File: config.mk
export PLATFORM = sky130hd
export DESIGN_NAME = undervoltage_detector_control
export DESIGN_NICKNAME = d
export VERILOG_FILES = /design/src/uvd_pkg.sv /design/src/undervoltage_detector_control.sv
export SDC_FILE = /design/constraint.sdc
export NUM_CORES = 1
export LEC_CHECK = 0
export ABC_AREA = 1
export BUFFER_PORTS_ARGS = -buffer_cell sky130_fd_sc_hd__clkbuf_2
export CORE_ASPECT_RATIO = 1.4
export CORE_MARGIN = 1
export CORE_UTILIZATION = 30
export CTS_CLUSTER_SIZE = 10
export DETAILED_ROUTE_END_ITERATION = 10
export PLACE_DENSITY_LB_ADDON = 0.3
export SKIP_LAST_GASP = 1
export SYNTH_ARGS = -nofsm -noshare
export SYNTH_HDL_FRONTEND = slang
export SYNTH_SLANG_ARGS = --single-unit
File: constraint.sdc
create_clock -name aclk -period 2.5 [get_ports aclk]
set_input_delay 0 -clock aclk [delete_from_list [all_inputs] [get_ports aclk]]
set_output_delay 0 -clock aclk [all_outputs]
set_load 0.005 [all_outputs]
File: src/uvd_pkg.sv
// Purpose: shared constants and types for the undervoltage detector control
// Assumes: 50 MHz system clock, AXI4-Lite register access
// Notes:   register indices are word indices; byte address is four times index
package uvd_pkg;

    // ------------------------------------------------------------
    // register indices and bus
    // ------------------------------------------------------------
    localparam int unsigned ADDR_W          = 6;
    localparam logic [3:0]  IDX_MODE_CTRL   = 4'h0;  // detector_mode_control
    localparam logic [3:0]  IDX_THRESH_CTRL = 4'h1;  // detector_threshold_control
    localparam logic [3:0]  IDX_RSVD_FIRST  = 4'h2;
    localparam logic [3:0]  IDX_RSVD_LAST   = 4'h7;
    localparam logic [3:0]  IDX_MARGIN_CTRL = 4'h8;  // warning_margin_control
    localparam logic [3:0]  IDX_IRQ_CTRL    = 4'h9;  // warning_irq_control
    localparam logic [3:0]  IDX_IRQ_FLAGS   = 4'hA;  // warning_irq_flags
    localparam logic [3:0]  IDX_LEVEL_STAT  = 4'hB;  // warning_level_status
    localparam logic [1:0]  RESP_OKAY       = 2'h0;
    localparam logic [1:0]  RESP_SLVERR     = 2'h2;

    // ------------------------------------------------------------
    // field positions
    // ------------------------------------------------------------
    localparam int unsigned POS_SLEEP_MODE  = 0;  // bits 1:0 of mode control
    localparam int unsigned POS_AWAKE_MODE  = 2;  // bits 3:2
    localparam int unsigned POS_SAMPLE_RATE = 4;  // bit 4
    localparam int unsigned POS_IRQ_ENABLE  = 0;  // irq control bit 0
    localparam int unsigned POS_DIRECTION   = 1;  // irq control bits 2:1
    // detector fuse byte layout
    localparam int unsigned FUSE_THRESH     = 0;  // bits 2:0
    localparam int unsigned FUSE_RATE       = 3;  // bit 3
    localparam int unsigned FUSE_AWAKE      = 4;  // bits 5:4
    localparam int unsigned FUSE_SLEEP      = 6;  // bits 7:6

    // ------------------------------------------------------------
    // encodings and reset values
    // ------------------------------------------------------------
    localparam logic [1:0] MODE_DISABLED   = 2'h0;
    localparam logic [1:0] MODE_CONTINUOUS = 2'h1;
    localparam logic [1:0] MODE_SAMPLED    = 2'h2;
    localparam logic [1:0] MODE_WAKE_HOLD  = 2'h3;  // continuous_with_wake_hold
    localparam logic [1:0] DIR_FALL        = 2'h0;
    localparam logic [1:0] DIR_RISE        = 2'h1;
    localparam logic [1:0] DIR_CROSS       = 2'h2;
    localparam logic [1:0] MARGIN_RESET    = 2'h0;
    localparam logic [2:0] IRQ_CTRL_RESET  = 3'h0;

    // ------------------------------------------------------------
    // timing
    // ------------------------------------------------------------
    localparam int unsigned CLK_HZ         = 50_000_000;
    localparam int unsigned RATE_FAST_HZ   = 1000;
    localparam int unsigned RATE_SLOW_HZ   = 125;
    localparam int unsigned FAST_CYCLES    = CLK_HZ / RATE_FAST_HZ;
    localparam int unsigned SLOW_CYCLES    = CLK_HZ / RATE_SLOW_HZ;

    // drive toward the analog comparators
    typedef struct packed {
        logic       detector_enable;
        logic       sample_strobe;
        logic [2:0] threshold_code;
        logic [1:0] margin_select;
        logic       monitor_enable;
    } detector_drive_s;

endpackage

File: src/undervoltage_detector_control.sv
// Purpose: undervoltage detector mode control and supply warning monitor
// Assumes: all inputs synchronous to aclk; fuse byte stable during reset
// Notes:   AXI4-Lite slave, byte address = 4 * register index
//
// The AXI4-Lite interface to the registers was decided locally.
`timescale 1ns/100ps
`default_nettype none

// Behaviour
// - during reset load threshold, sample rate, awake and sleep modes from fuse byte
// - threshold and awake mode read-only; only sleep mode rewritable
// - irq enable bit enables warning monitor; direction field selects trigger
// - monitor follows detector mode; inactive while detector disabled
// - in sampled mode monitor evaluates only at sample instants
// - with irq enabled, set flag on crossing in selected direction
// - warning interrupt withheld while processor halted in debug
// - request asserted while enable and flag both set, until flag cleared
// - deep sleep uses sleep mode; waking returns to awake mode
// - sleep-mode write without valid unlock is ignored
// - sample rate bit 4: 0 gives 1 kHz, 1 gives 125 Hz, read-only
// - awake mode bits 3:2: disabled, continuous, sampled, continuous with wake hold
// - sleep mode bits 1:0: disabled, continuous, sampled, 3 reserved
// - threshold code bits 2:0 read-only, upper bits read zero
// - margin bits 1:0 select 5, 15 or 25 percent above threshold
// - direction: 0 falls below, 1 rises above, 2 either, 3 reserved
// - flag set only while detector enabled, otherwise held; clearing by write works in any mode
// - status reads 1 below warning threshold, valid while detector enabled
module undervoltage_detector_control #(
    parameter int unsigned FAST_PERIOD = uvd_pkg::FAST_CYCLES,
    parameter int unsigned SLOW_PERIOD = uvd_pkg::SLOW_CYCLES
) (
    // clock and reset
    input  wire logic                   aclk,
    input  wire logic                   aresetn,
    // axi4-lite write address, data and response
    input  wire logic                   s_axi_awvalid,
    output logic                        s_axi_awready,
    input  wire logic [uvd_pkg::ADDR_W-1:0] s_axi_awaddr,
    input  wire logic                   s_axi_wvalid,
    output logic                        s_axi_wready,
    input  wire logic [31:0]            s_axi_wdata,
    input  wire logic [3:0]             s_axi_wstrb,
    output logic                        s_axi_bvalid,
    input  wire logic                   s_axi_bready,
    output logic [1:0]                  s_axi_bresp,
    // axi4-lite read
    input  wire logic                   s_axi_arvalid,
    output logic                        s_axi_arready,
    input  wire logic [uvd_pkg::ADDR_W-1:0] s_axi_araddr,
    output logic                        s_axi_rvalid,
    input  wire logic                   s_axi_rready,
    output logic [31:0]                 s_axi_rdata,
    output logic [1:0]                  s_axi_rresp,
    // fuse loader and processor status
    input  wire logic [7:0]             detector_fuse_byte,
    input  wire logic                   config_change_lock,
    input  wire logic                   deep_sleep,
    input  wire logic                   debug_halt,
    // analog comparators
    input  wire logic                   detector_running,
    input  wire logic                   supply_below_warning,
    output uvd_pkg::detector_drive_s    detector_drive,
    // processor side
    output logic                        execution_hold,
    output logic                        warning_irq
);
    import uvd_pkg::*;

    localparam int unsigned CNT_W = $clog2(SLOW_PERIOD + 1);

    // ------------------------------------------------------------
    // elaboration check
    // ------------------------------------------------------------
    if (FAST_PERIOD < 2 || SLOW_PERIOD < FAST_PERIOD) begin : g_bad_period
        $error("sample periods must be at least 2 and slow not below fast");
    end

    // ------------------------------------------------------------
    // state
    // ------------------------------------------------------------
    typedef struct packed {
        logic              aw_held;
        logic [3:0]        aw_index;
        logic              aw_bad;
        logic              w_held;
        logic [7:0]        w_data;
        logic              w_lane0;
        logic              bvalid;
        logic [1:0]        bresp;
        logic              rvalid;
        logic [7:0]        rdata;
        logic [1:0]        rresp;
        logic [2:0]        threshold_code;
        logic              sample_rate_select;
        logic [1:0]        awake_mode;
        logic [1:0]        sleep_mode;
        logic [1:0]        warning_margin_select;
        logic [1:0]        warning_direction_select;
        logic              warning_irq_enable;
        logic              warning_irq_flag;
        logic              warning_below_status;
        logic              level_valid;
        logic [CNT_W-1:0]  div_count;
        logic              strobe;
        logic              deep_q;
        logic              wake_hold;
    } state_s;

    state_s     state;
    state_s     next_state;
    logic [1:0] eff_mode;
    logic       det_enabled;
    logic       sampled;
    logic       evaluate;
    logic       do_write;
    logic       do_read;
    logic       flag_clear;
    logic       cross_fall;
    logic       cross_rise;
    logic       trigger;
    logic [CNT_W-1:0] period_last;

    // operating mode: deep sleep picks sleep field, else awake field
    always_comb begin
        eff_mode = state.deep_q ? state.sleep_mode : state.awake_mode;
        if (eff_mode == MODE_WAKE_HOLD) begin
            eff_mode = state.deep_q ? MODE_DISABLED : MODE_CONTINUOUS;
        end
    end

    // monitor gating and crossing detection
    assign det_enabled = (eff_mode != MODE_DISABLED);
    assign sampled     = (eff_mode == MODE_SAMPLED);
    assign evaluate    = det_enabled && (!sampled || state.strobe);
    assign cross_fall  = supply_below_warning && !state.warning_below_status;
    assign cross_rise  = !supply_below_warning && state.warning_below_status;
    assign period_last = state.sample_rate_select ? CNT_W'(SLOW_PERIOD - 1)
                                                  : CNT_W'(FAST_PERIOD - 1);

    // direction select; reserved code never triggers
    always_comb begin
        case (state.warning_direction_select)
            DIR_FALL:  trigger = cross_fall;
            DIR_RISE:  trigger = cross_rise;
            DIR_CROSS: trigger = cross_fall || cross_rise;
            default:   trigger = 1'b0;
        endcase
        trigger = trigger && evaluate && state.level_valid && state.warning_irq_enable;
    end

    // bus handshake terms
    assign do_write   = state.aw_held && state.w_held && !state.bvalid;
    assign do_read    = s_axi_arvalid && !state.rvalid;
    assign flag_clear = do_write && !state.aw_bad && state.w_lane0 && state.aw_index == IDX_IRQ_FLAGS
                        && state.w_data[0];

    // ------------------------------------------------------------
    // next state
    // ------------------------------------------------------------
    always_comb begin
        next_state = state;
        // write channels taken in either order
        if (s_axi_awvalid && !state.aw_held) begin
            next_state.aw_held  = 1'b1;
            next_state.aw_index = s_axi_awaddr[5:2];
            next_state.aw_bad   = (s_axi_awaddr[5:2] > IDX_LEVEL_STAT);
        end
        if (s_axi_wvalid && !state.w_held) begin
            next_state.w_held  = 1'b1;
            next_state.w_data  = s_axi_wdata[7:0];
            next_state.w_lane0 = s_axi_wstrb[0];
        end
        if (state.bvalid && s_axi_bready) begin
            next_state.bvalid = 1'b0;
        end
        if (do_write) begin
            next_state.aw_held = 1'b0;
            next_state.w_held  = 1'b0;
            next_state.bvalid  = 1'b1;
            next_state.bresp   = state.aw_bad ? RESP_SLVERR : RESP_OKAY;
            if (state.w_lane0 && !state.aw_bad) begin
                case (state.aw_index)
                    IDX_MODE_CTRL: begin
                        if (config_change_lock) begin
                            next_state.sleep_mode = state.w_data[POS_SLEEP_MODE +: 2];
                        end
                    end
                    IDX_MARGIN_CTRL: begin
                        next_state.warning_margin_select = state.w_data[1:0];
                    end
                    IDX_IRQ_CTRL: begin
                        next_state.warning_irq_enable       = state.w_data[POS_IRQ_ENABLE];
                        next_state.warning_direction_select = state.w_data[POS_DIRECTION +: 2];
                    end
                    default: begin
                        next_state.aw_held = 1'b0;  // read-only and reserved: ignored
                    end
                endcase
            end
        end
        // read answer one cycle after address
        if (state.rvalid && s_axi_rready) begin
            next_state.rvalid = 1'b0;
        end
        if (do_read) begin
            next_state.rvalid = 1'b1;
            next_state.rdata  = 8'h00;
            next_state.rresp  = (s_axi_araddr[5:2] > IDX_LEVEL_STAT) ? RESP_SLVERR : RESP_OKAY;
            case (s_axi_araddr[5:2])
                IDX_MODE_CTRL:   next_state.rdata = {3'h0, state.sample_rate_select,
                                                     state.awake_mode, state.sleep_mode};
                IDX_THRESH_CTRL: next_state.rdata = {5'h00, state.threshold_code};
                IDX_MARGIN_CTRL: next_state.rdata = {6'h00, state.warning_margin_select};
                IDX_IRQ_CTRL:    next_state.rdata = {5'h00, state.warning_direction_select,
                                                     state.warning_irq_enable};
                IDX_IRQ_FLAGS:   next_state.rdata = {7'h00, state.warning_irq_flag};
                IDX_LEVEL_STAT:  next_state.rdata = {7'h00, state.warning_below_status};
                default:         next_state.rdata = 8'h00;
            endcase
        end
        // sample-instant divider
        next_state.strobe = 1'b0;
        if (!det_enabled || !sampled) begin
            next_state.div_count = '0;
        end else if (state.div_count >= period_last) begin
            next_state.div_count = '0;
            next_state.strobe    = 1'b1;
        end else begin
            next_state.div_count = state.div_count + CNT_W'(1);
        end
        // comparator level and validity
        if (!det_enabled) begin
            next_state.level_valid = 1'b0;
        end else if (evaluate) begin
            next_state.warning_below_status = supply_below_warning;
            next_state.level_valid          = 1'b1;
        end
        // flag: set wins over clear, set only while enabled
        if (flag_clear) begin
            next_state.warning_irq_flag = 1'b0;
        end
        if (trigger) begin
            next_state.warning_irq_flag = 1'b1;
        end
        // sleep tracking and wake hold
        next_state.deep_q = deep_sleep;
        if (state.deep_q && !deep_sleep && state.awake_mode == MODE_WAKE_HOLD) begin
            next_state.wake_hold = 1'b1;
        end else if (detector_running || deep_sleep) begin
            next_state.wake_hold = 1'b0;
        end
    end

    // ------------------------------------------------------------
    // registers; fuse byte loaded while reset is held
    // ------------------------------------------------------------
    always_ff @(posedge aclk) begin
        if (!aresetn) begin
            state                          <= '0;
            state.threshold_code           <= detector_fuse_byte[FUSE_THRESH +: 3];
            state.sample_rate_select       <= detector_fuse_byte[FUSE_RATE];
            state.awake_mode               <= detector_fuse_byte[FUSE_AWAKE +: 2];
            state.sleep_mode               <= detector_fuse_byte[FUSE_SLEEP +: 2];
            state.warning_margin_select    <= MARGIN_RESET;
            state.warning_direction_select <= IRQ_CTRL_RESET[2:1];
            state.warning_irq_enable       <= IRQ_CTRL_RESET[0];
        end else begin
            state <= next_state;
        end
    end

    // ------------------------------------------------------------
    // outputs
    // ------------------------------------------------------------
    assign s_axi_awready = !state.aw_held;
    assign s_axi_wready  = !state.w_held;
    assign s_axi_bvalid  = state.bvalid;
    assign s_axi_bresp   = state.bresp;
    assign s_axi_arready = !state.rvalid;
    assign s_axi_rvalid  = state.rvalid;
    assign s_axi_rdata   = {24'h000000, state.rdata};
    assign s_axi_rresp   = state.rresp;

    // analog drive and interrupt
    assign detector_drive = '{
        detector_enable: det_enabled,
        sample_strobe:   state.strobe,
        threshold_code:  state.threshold_code,
        margin_select:   state.warning_margin_select,
        monitor_enable:  det_enabled && state.warning_irq_enable
    };
    assign execution_hold = state.wake_hold;
    assign warning_irq    = state.warning_irq_enable && state.warning_irq_flag && !debug_halt;

    // ------------------------------------------------------------
    // checks
    // ------------------------------------------------------------
    a_irq_debug_block: assert property (@(posedge aclk) disable iff (!aresetn)
        debug_halt |-> !warning_irq) else $error("irq raised during debug halt");
    a_irq_flag_enable: assert property (@(posedge aclk) disable iff (!aresetn)
        (state.warning_irq_flag && state.warning_irq_enable && !debug_halt) |-> warning_irq)
        else $error("irq missing with flag and enable set");
    a_awake_read_only: assert property (@(posedge aclk) disable iff (!aresetn)
        ##1 ($stable(state.awake_mode) && $stable(state.threshold_code)))
        else $error("read-only fuse field changed");
    a_sleep_locked: assert property (@(posedge aclk) disable iff (!aresetn)
        (do_write && state.aw_index == IDX_MODE_CTRL && !config_change_lock) |=> $stable(state.sleep_mode))
        else $error("sleep mode changed without unlock");
    a_monitor_off: assert property (@(posedge aclk) disable iff (!aresetn)
        (eff_mode == MODE_DISABLED) |-> !detector_drive.monitor_enable)
        else $error("monitor active while detector disabled");
    a_sampled_hold: assert property (@(posedge aclk) disable iff (!aresetn)
        (sampled && !state.strobe) |=> $stable(state.warning_below_status))
        else $error("status moved between sample instants");
    a_flag_held_off: assert property (@(posedge aclk) disable iff (!aresetn)
        (!det_enabled && !state.warning_irq_flag) |=> !state.warning_irq_flag)
        else $error("flag set while detector disabled");
    a_sleep_mode_use: assert property (@(posedge aclk) disable iff (!aresetn)
        (state.deep_q && state.sleep_mode == MODE_SAMPLED) |-> sampled)
        else $error("deep sleep not using sleep mode");
    a_reserved_zero: assert property (@(posedge aclk) disable iff (!aresetn)
        (do_read && s_axi_araddr[5:2] >= IDX_RSVD_FIRST && s_axi_araddr[5:2] <= IDX_RSVD_LAST)
        |=> (s_axi_rvalid && s_axi_rdata == 32'h00000000 && s_axi_rresp == RESP_OKAY))
        else $error("reserved offset read not zero");
    a_flag_clear: assert property (@(posedge aclk) disable iff (!aresetn)
        (flag_clear && !trigger) |=> !state.warning_irq_flag) else $error("flag not cleared");
    // flag set, request gating, wake hold and reserved writes
    a_trigger_sets_flag: assert property (@(posedge aclk) disable iff (!aresetn)
        trigger |=> state.warning_irq_flag) else $error("flag not set on warning crossing");
    a_irq_enable_gate: assert property (@(posedge aclk) disable iff (!aresetn)
        !state.warning_irq_enable |-> !warning_irq) else $error("irq raised while disabled");
    a_wake_hold_set: assert property (@(posedge aclk) disable iff (!aresetn)
        (state.deep_q && !deep_sleep && state.awake_mode == MODE_WAKE_HOLD) |=> execution_hold)
        else $error("execution not held after wake");
    a_reserved_write: assert property (@(posedge aclk) disable iff (!aresetn)
        (do_write && state.aw_index >= IDX_RSVD_FIRST && state.aw_index <= IDX_RSVD_LAST)
        |=> ($stable(state.sleep_mode) && $stable(state.warning_margin_select)
        && $stable(state.warning_irq_enable) && $stable(state.warning_direction_select)))
        else $error("reserved write changed a register");

endmodule
`default_nettype wire

Word level (Yosys, flattened, before mapping)

Index checks and enable logic that the tools add are counted.

Register bits after elaboration: 68
Bits in latches: 0
RAM bits: 0
Memory bits (read-only): 0
Input bits: 68
Output and inout bits: 51
Word-level logic and storage cells: 131
Memories: 0

$add $sub $neg: 1
$mul: 0
Div/mod/pow operators: 0
Order comparisons: 3
Equality and inequality tests: 17
Shift-type cells: 0
Muxes and demuxes: 30
Bitwise logic cells: 1
Reduce and logical (&&, ||, !) cells: 54

Operator list:

| cell                  | number |
|---|---|
| $mux 19               | 3 |
| $mux 32               | 1 |
| $pmux 5 s6            | 1 |
| $eq 4x4->1 const B    | 7 |
| $logic_and 1x1->1     | 23 |
| $add 19x1->19 const B | 1 |
| $ge 19x19->1          | 1 |
| $mux 2                | 8 |
| $mux 7                | 2 |
| $logic_not 1->1       | 11 |
| $mux 1                | 11 |
| $mux 11               | 1 |
| $reduce_bool 2->1     | 5 |
| $eq 2x2->1 const B    | 4 |
| $gt 4x4->1 const B    | 2 |
| $logic_not 4->1       | 2 |
| $ne 2x1->1 const B    | 4 |
| $mux 3                | 2 |
| $reduce_and 3->1      | 2 |
| $eq 4x1->1 const B    | 1 |
| $logic_or 1x1->1      | 4 |
| $reduce_and 2->1      | 2 |
| $reduce_and 4->1      | 1 |
| $reduce_or 2->1       | 2 |
| other kinds (5)       | 5 |

Longest topological paths before layout

Depth in word-level cells: 12
Gate-level depth with buffers: 10

Least setup slack after synthesis

OpenSTA, ideal clock, no wires.

Path kind: flip-flop to flip-flop
From: register state (netlist bit next_state[34])
To: register state[13] in the netlist's numbering
Library setup time: 0.062 ns
Data arrival time: 1.600 ns
Data required time: 2.438 ns
Setup slack: 0.838 ns
Cell stages (with the launch flop): 9
Cell sequence: edfxtp_1 inv_1 ha_1 a21oi_1 o21ai_0 nor2_2 nand3_4 buf_6 nor2_2

Word-level cells in the longest chain between the ends: 3

Ends and longest elaborated chain:

| element                          | RTL line                             | source |
|---|---|---|
| start, declared                  | undervoltage_detector_control.sv:109 | `state_s state;` |
| start signal, assigned           | undervoltage_detector_control.sv:268 | `state <= next_state;` |
| $mux 19                          | undervoltage_detector_control.sv:137 | `assign period_last = state.sample_rate_select ? CNT_W'(SLOW_PERIOD - 1)` |
| $ge 19x19->1                     | undervoltage_detector_control.sv:225 | `end else if (state.div_count >= period_last) begin` |
| $reduce_or 3->1 (no source line) | n/a                                  |  |

No other way between the ends.
A chain may end at the register's enable or synchronous reset.

Final worst setup path

From: register state (netlist bit next_state[34])
To: register state[4] in the netlist's numbering

Same word-level chain as after synthesis.

==> reports/qor.yml <==
synth:
  synthCells: 420
  avgSynthCellArea_um2: 7.57
  yosysWarnings: 0
  synth.cell_area_um2: 3180
  netlist.area_leader.share_pct: 31.5
  ys_types: 30
  yosysTopAreaCell: "dfxtp_1"
  yosysSeqAreaShare_pct: 39.0
  yosys-top-cells-area: "dfxtp_1 (31%), buf_4 (10%), nand2_1 (8.5%)"
  synth_seq_cells: 58
floorplan:
  coreArea_um2: 10300
  dieArea_um2: 11000
  pin_count: 119
  die_w_um: 89.0
  rows: 44
  start_util_pct: 30.7
  die_h_um: 124
cts:
  cts_made_buffers: 9
  cts-resized-gates: 0
  cts_tree: "done"
  insertion_delay_ns: 0.33
  clock_path_buffers: 2
  cts.htree.levels: 3
  cts_sinks: 58
  clkTransAtPathRegs_ns: 0.05
  post_cts_buffers: 0
  cts_root_buf: "clkbuf_16"
grt:
  antenna_found_initial: 0
  grt_max_degree: 22
  grt_use_total_pct: 14.0
  overflow: 0
  grt_pass1_vias: 2574
  grt_pass1_wl_um: 11400
routing:
  wirelength_um: 6910
  drt-pass1-iter-count: 4
  via_count: 2687
  ant_nets: 0
  vias_per_cell: 4.24
  initialDrtViolationCount: 70
  drt-wirelength-per-cell_um: 10.9
  drc: 0
power_and_ir_drop:
  power_uw: 2350
  netSwitchingPower_uw: 555
  switching_share_pct: 23.6
  power.leakage_uw: 0.00169
  seqPwrFrac_pct: 43.1
  p_comb_share_pct: 8.9
  clock_power_share_pct: 48.0
  ir_drop_mv: 0.315
  intPower_uw: 1790
  power.density_nw_per_um2: 602
place:
  place_hpwl_um: 5180
  numPortBuffers: 53
  place_congestion: 0.796
  dp_slack_ns: 0.428
outcome:
  status: "completed"
worst_setup_path:
  path_max_fanout: 19
  critPathRequiredTime_ns: 2.75
  critPathKind: "flop to flop"
  end_kind: "flop"
  cp-start-kind: "flop"
  cp.arrival_ns: 2.31
sta:
  worstMarginPinSlew_ns: 0.800
  fin_skew_ns: 0.00534
  finalHoldViolCount: 0
  rsz0062_at_grt: "no"
  post-route-period-util_pct: 82.4
  maxSlewViolCount: 0
  max_clock_freq_mhz: 485
  setup_tns_ns: 0
  setup_ws_ns: 0.440
  maxSlewHeadroom_pct: 46.6
  finalSetupViolations: 0
  finalCriticalPeriod_ns: 2.06
finish:
  diodes: 0
  area_growth_pct: 22.7
  fin_nets: 570
  drive_gt1_share_pct: 18.0
job:
  cap_violations: 0
hold_path:
  worstHoldPathType: "primary input to flop"
final cells by class:
cell class | instances | area, µm²
inverters | 50 | 188
well taps | 138 | 173
fillers | 1115 | 6450
clock buffers | 13 | 260
clock inverters | 3 | 15.0
flip-flops and latches | 58 | 1240
repair buffers | 78 | 513
multi-input cells | 293 | 1510
metal layers:
| metal | GRT usage [%] | up-vias | routed length (µm) |
|---|---|---|---|
| li1 | - | 1411 | - |
| met1 | 14.1 | 1202 | 2730 |
| met2 | 25.7 | 62 | 3660 |
| met3 | 4.51 | 12 | 350 |
| met4 | 6.55 | 0 | 171 |
| met5 | 0 | - | 0 |
placed cells by master, fill, tap and decap left out, types with 3 or more instances in the layout:
cell type       n
dlygate4sd3_1  24
xor2_1          8
inv_1          50
a211oi_1        3
nor2_1         52
conb_1         29
clkbuf_2       53
xnor2_1         6
o21ai_0        24
a21oi_1        24
nand3_1        28
ha_1           12
dfxtp_1        50
edfxtp_1        8
nor3_1          3
nand4_1         5
clkinv_2        3
nor2_4          3
clkbuf_16       9
nand2_1        72
nor2_2         13
Yosys cell counts:
cell type,count
nand3_1,28
o211ai_1,2
dfxtp_1,50
nand2_4,1
inv_1,50
nand2_1,72
nor3_1,3
o21a_1,1
a21boi_0,1
nand3b_2,1
a211oi_1,3
conb_1,1
xnor2_1,6
xor2_1,8
nor2_2,13
nand4_1,5
clkbuf_1,3
nand3b_1,1
nand2_2,1
a21oi_1,24
nor2_4,3
o21ai_0,24
nor2_1,52
nand3_4,1
ha_1,12
buf_4,43
o21ai_2,1
edfxtp_1,8
buf_6,1
a31oi_1,1
registers in the layout, summed over array words and instances (netlist names):
signal,cells
state,39
detector_drive,6
s_axi_rdata,5
next_state,3
execution_hold,1
s_axi_bresp,1
s_axi_bvalid,1
s_axi_rresp,1
s_axi_rvalid,1
cell families (layout without fill, tap and decap cells):
group | after synthesis | in the layout | share of synthesized area, %
AO/OA/AOI/OAI | 57 | 57 | 9.68
XOR/XNOR | 14 | 14 | 3.86
adder cells (fa/ha/maj) | 12 | 12 | 4.72
buffers and inverters | 97 | 144 | 16.8
flip-flops | 58 | 58 | 39.0
other | 1 | 29 | 0.118
AND/OR/NAND/NOR | 181 | 181 | 25.8
what timing repair did:
action / 4_1_cts / 5_1_grt
endpoints found under the hold margin: 24 / 0
hold buffers: 24 / 0
setup endpoints to repair: 0 / 0
worst max-delay path: stages, from the launching register on:
cell and delay (ns):
edfxtp_1 0.49, inv_1 0.24, ha_1 0.30, a21oi_1 0.15
o21ai_0 0.14, nor2_2 0.19, nand3_4 0.28, nor2_1 0.18
final timing paths:
path / startpoint / end / slack (ns) / cells past startpoint
min reg2reg: state[62] / state[62] / 0.47 / 2
max: next_state[34] / state[4] / 0.44 / 7
max reg2reg: next_state[34] / state[4] / 0.44 / 7
min: detector_fuse_byte[6] / state[30] / 0.02 / 3
stage by stage:
step / cells / utilization, % / hold slack [ns] / cell area (µm²)
global route: 633 / 37.7 / 0.0285 / 3900
global placement: 593 / 32.7 / 0.179 / 3380
floorplan: 448 / - / 0.0311 / 3280
detailed placement: 593 / 32.7 / 0.185 / 3380
CTS: 633 / 37.7 / 0.0124 / 3900
finish: 633 / 37.7 / 0.0167 / 3900
power groups by stage:
stage	Sequential [µW]	Combinational (µW)	Clock [µW]
6_report	1010	210	1130
5_1_grt	1010	246	1190
4_1_cts	1010	212	1150
3_5_place_dp	1030	183	0
3_3_place_gp	1030	178	0
2_1_floorplan	1020	161	0
(Power assumes the default switching activity.)
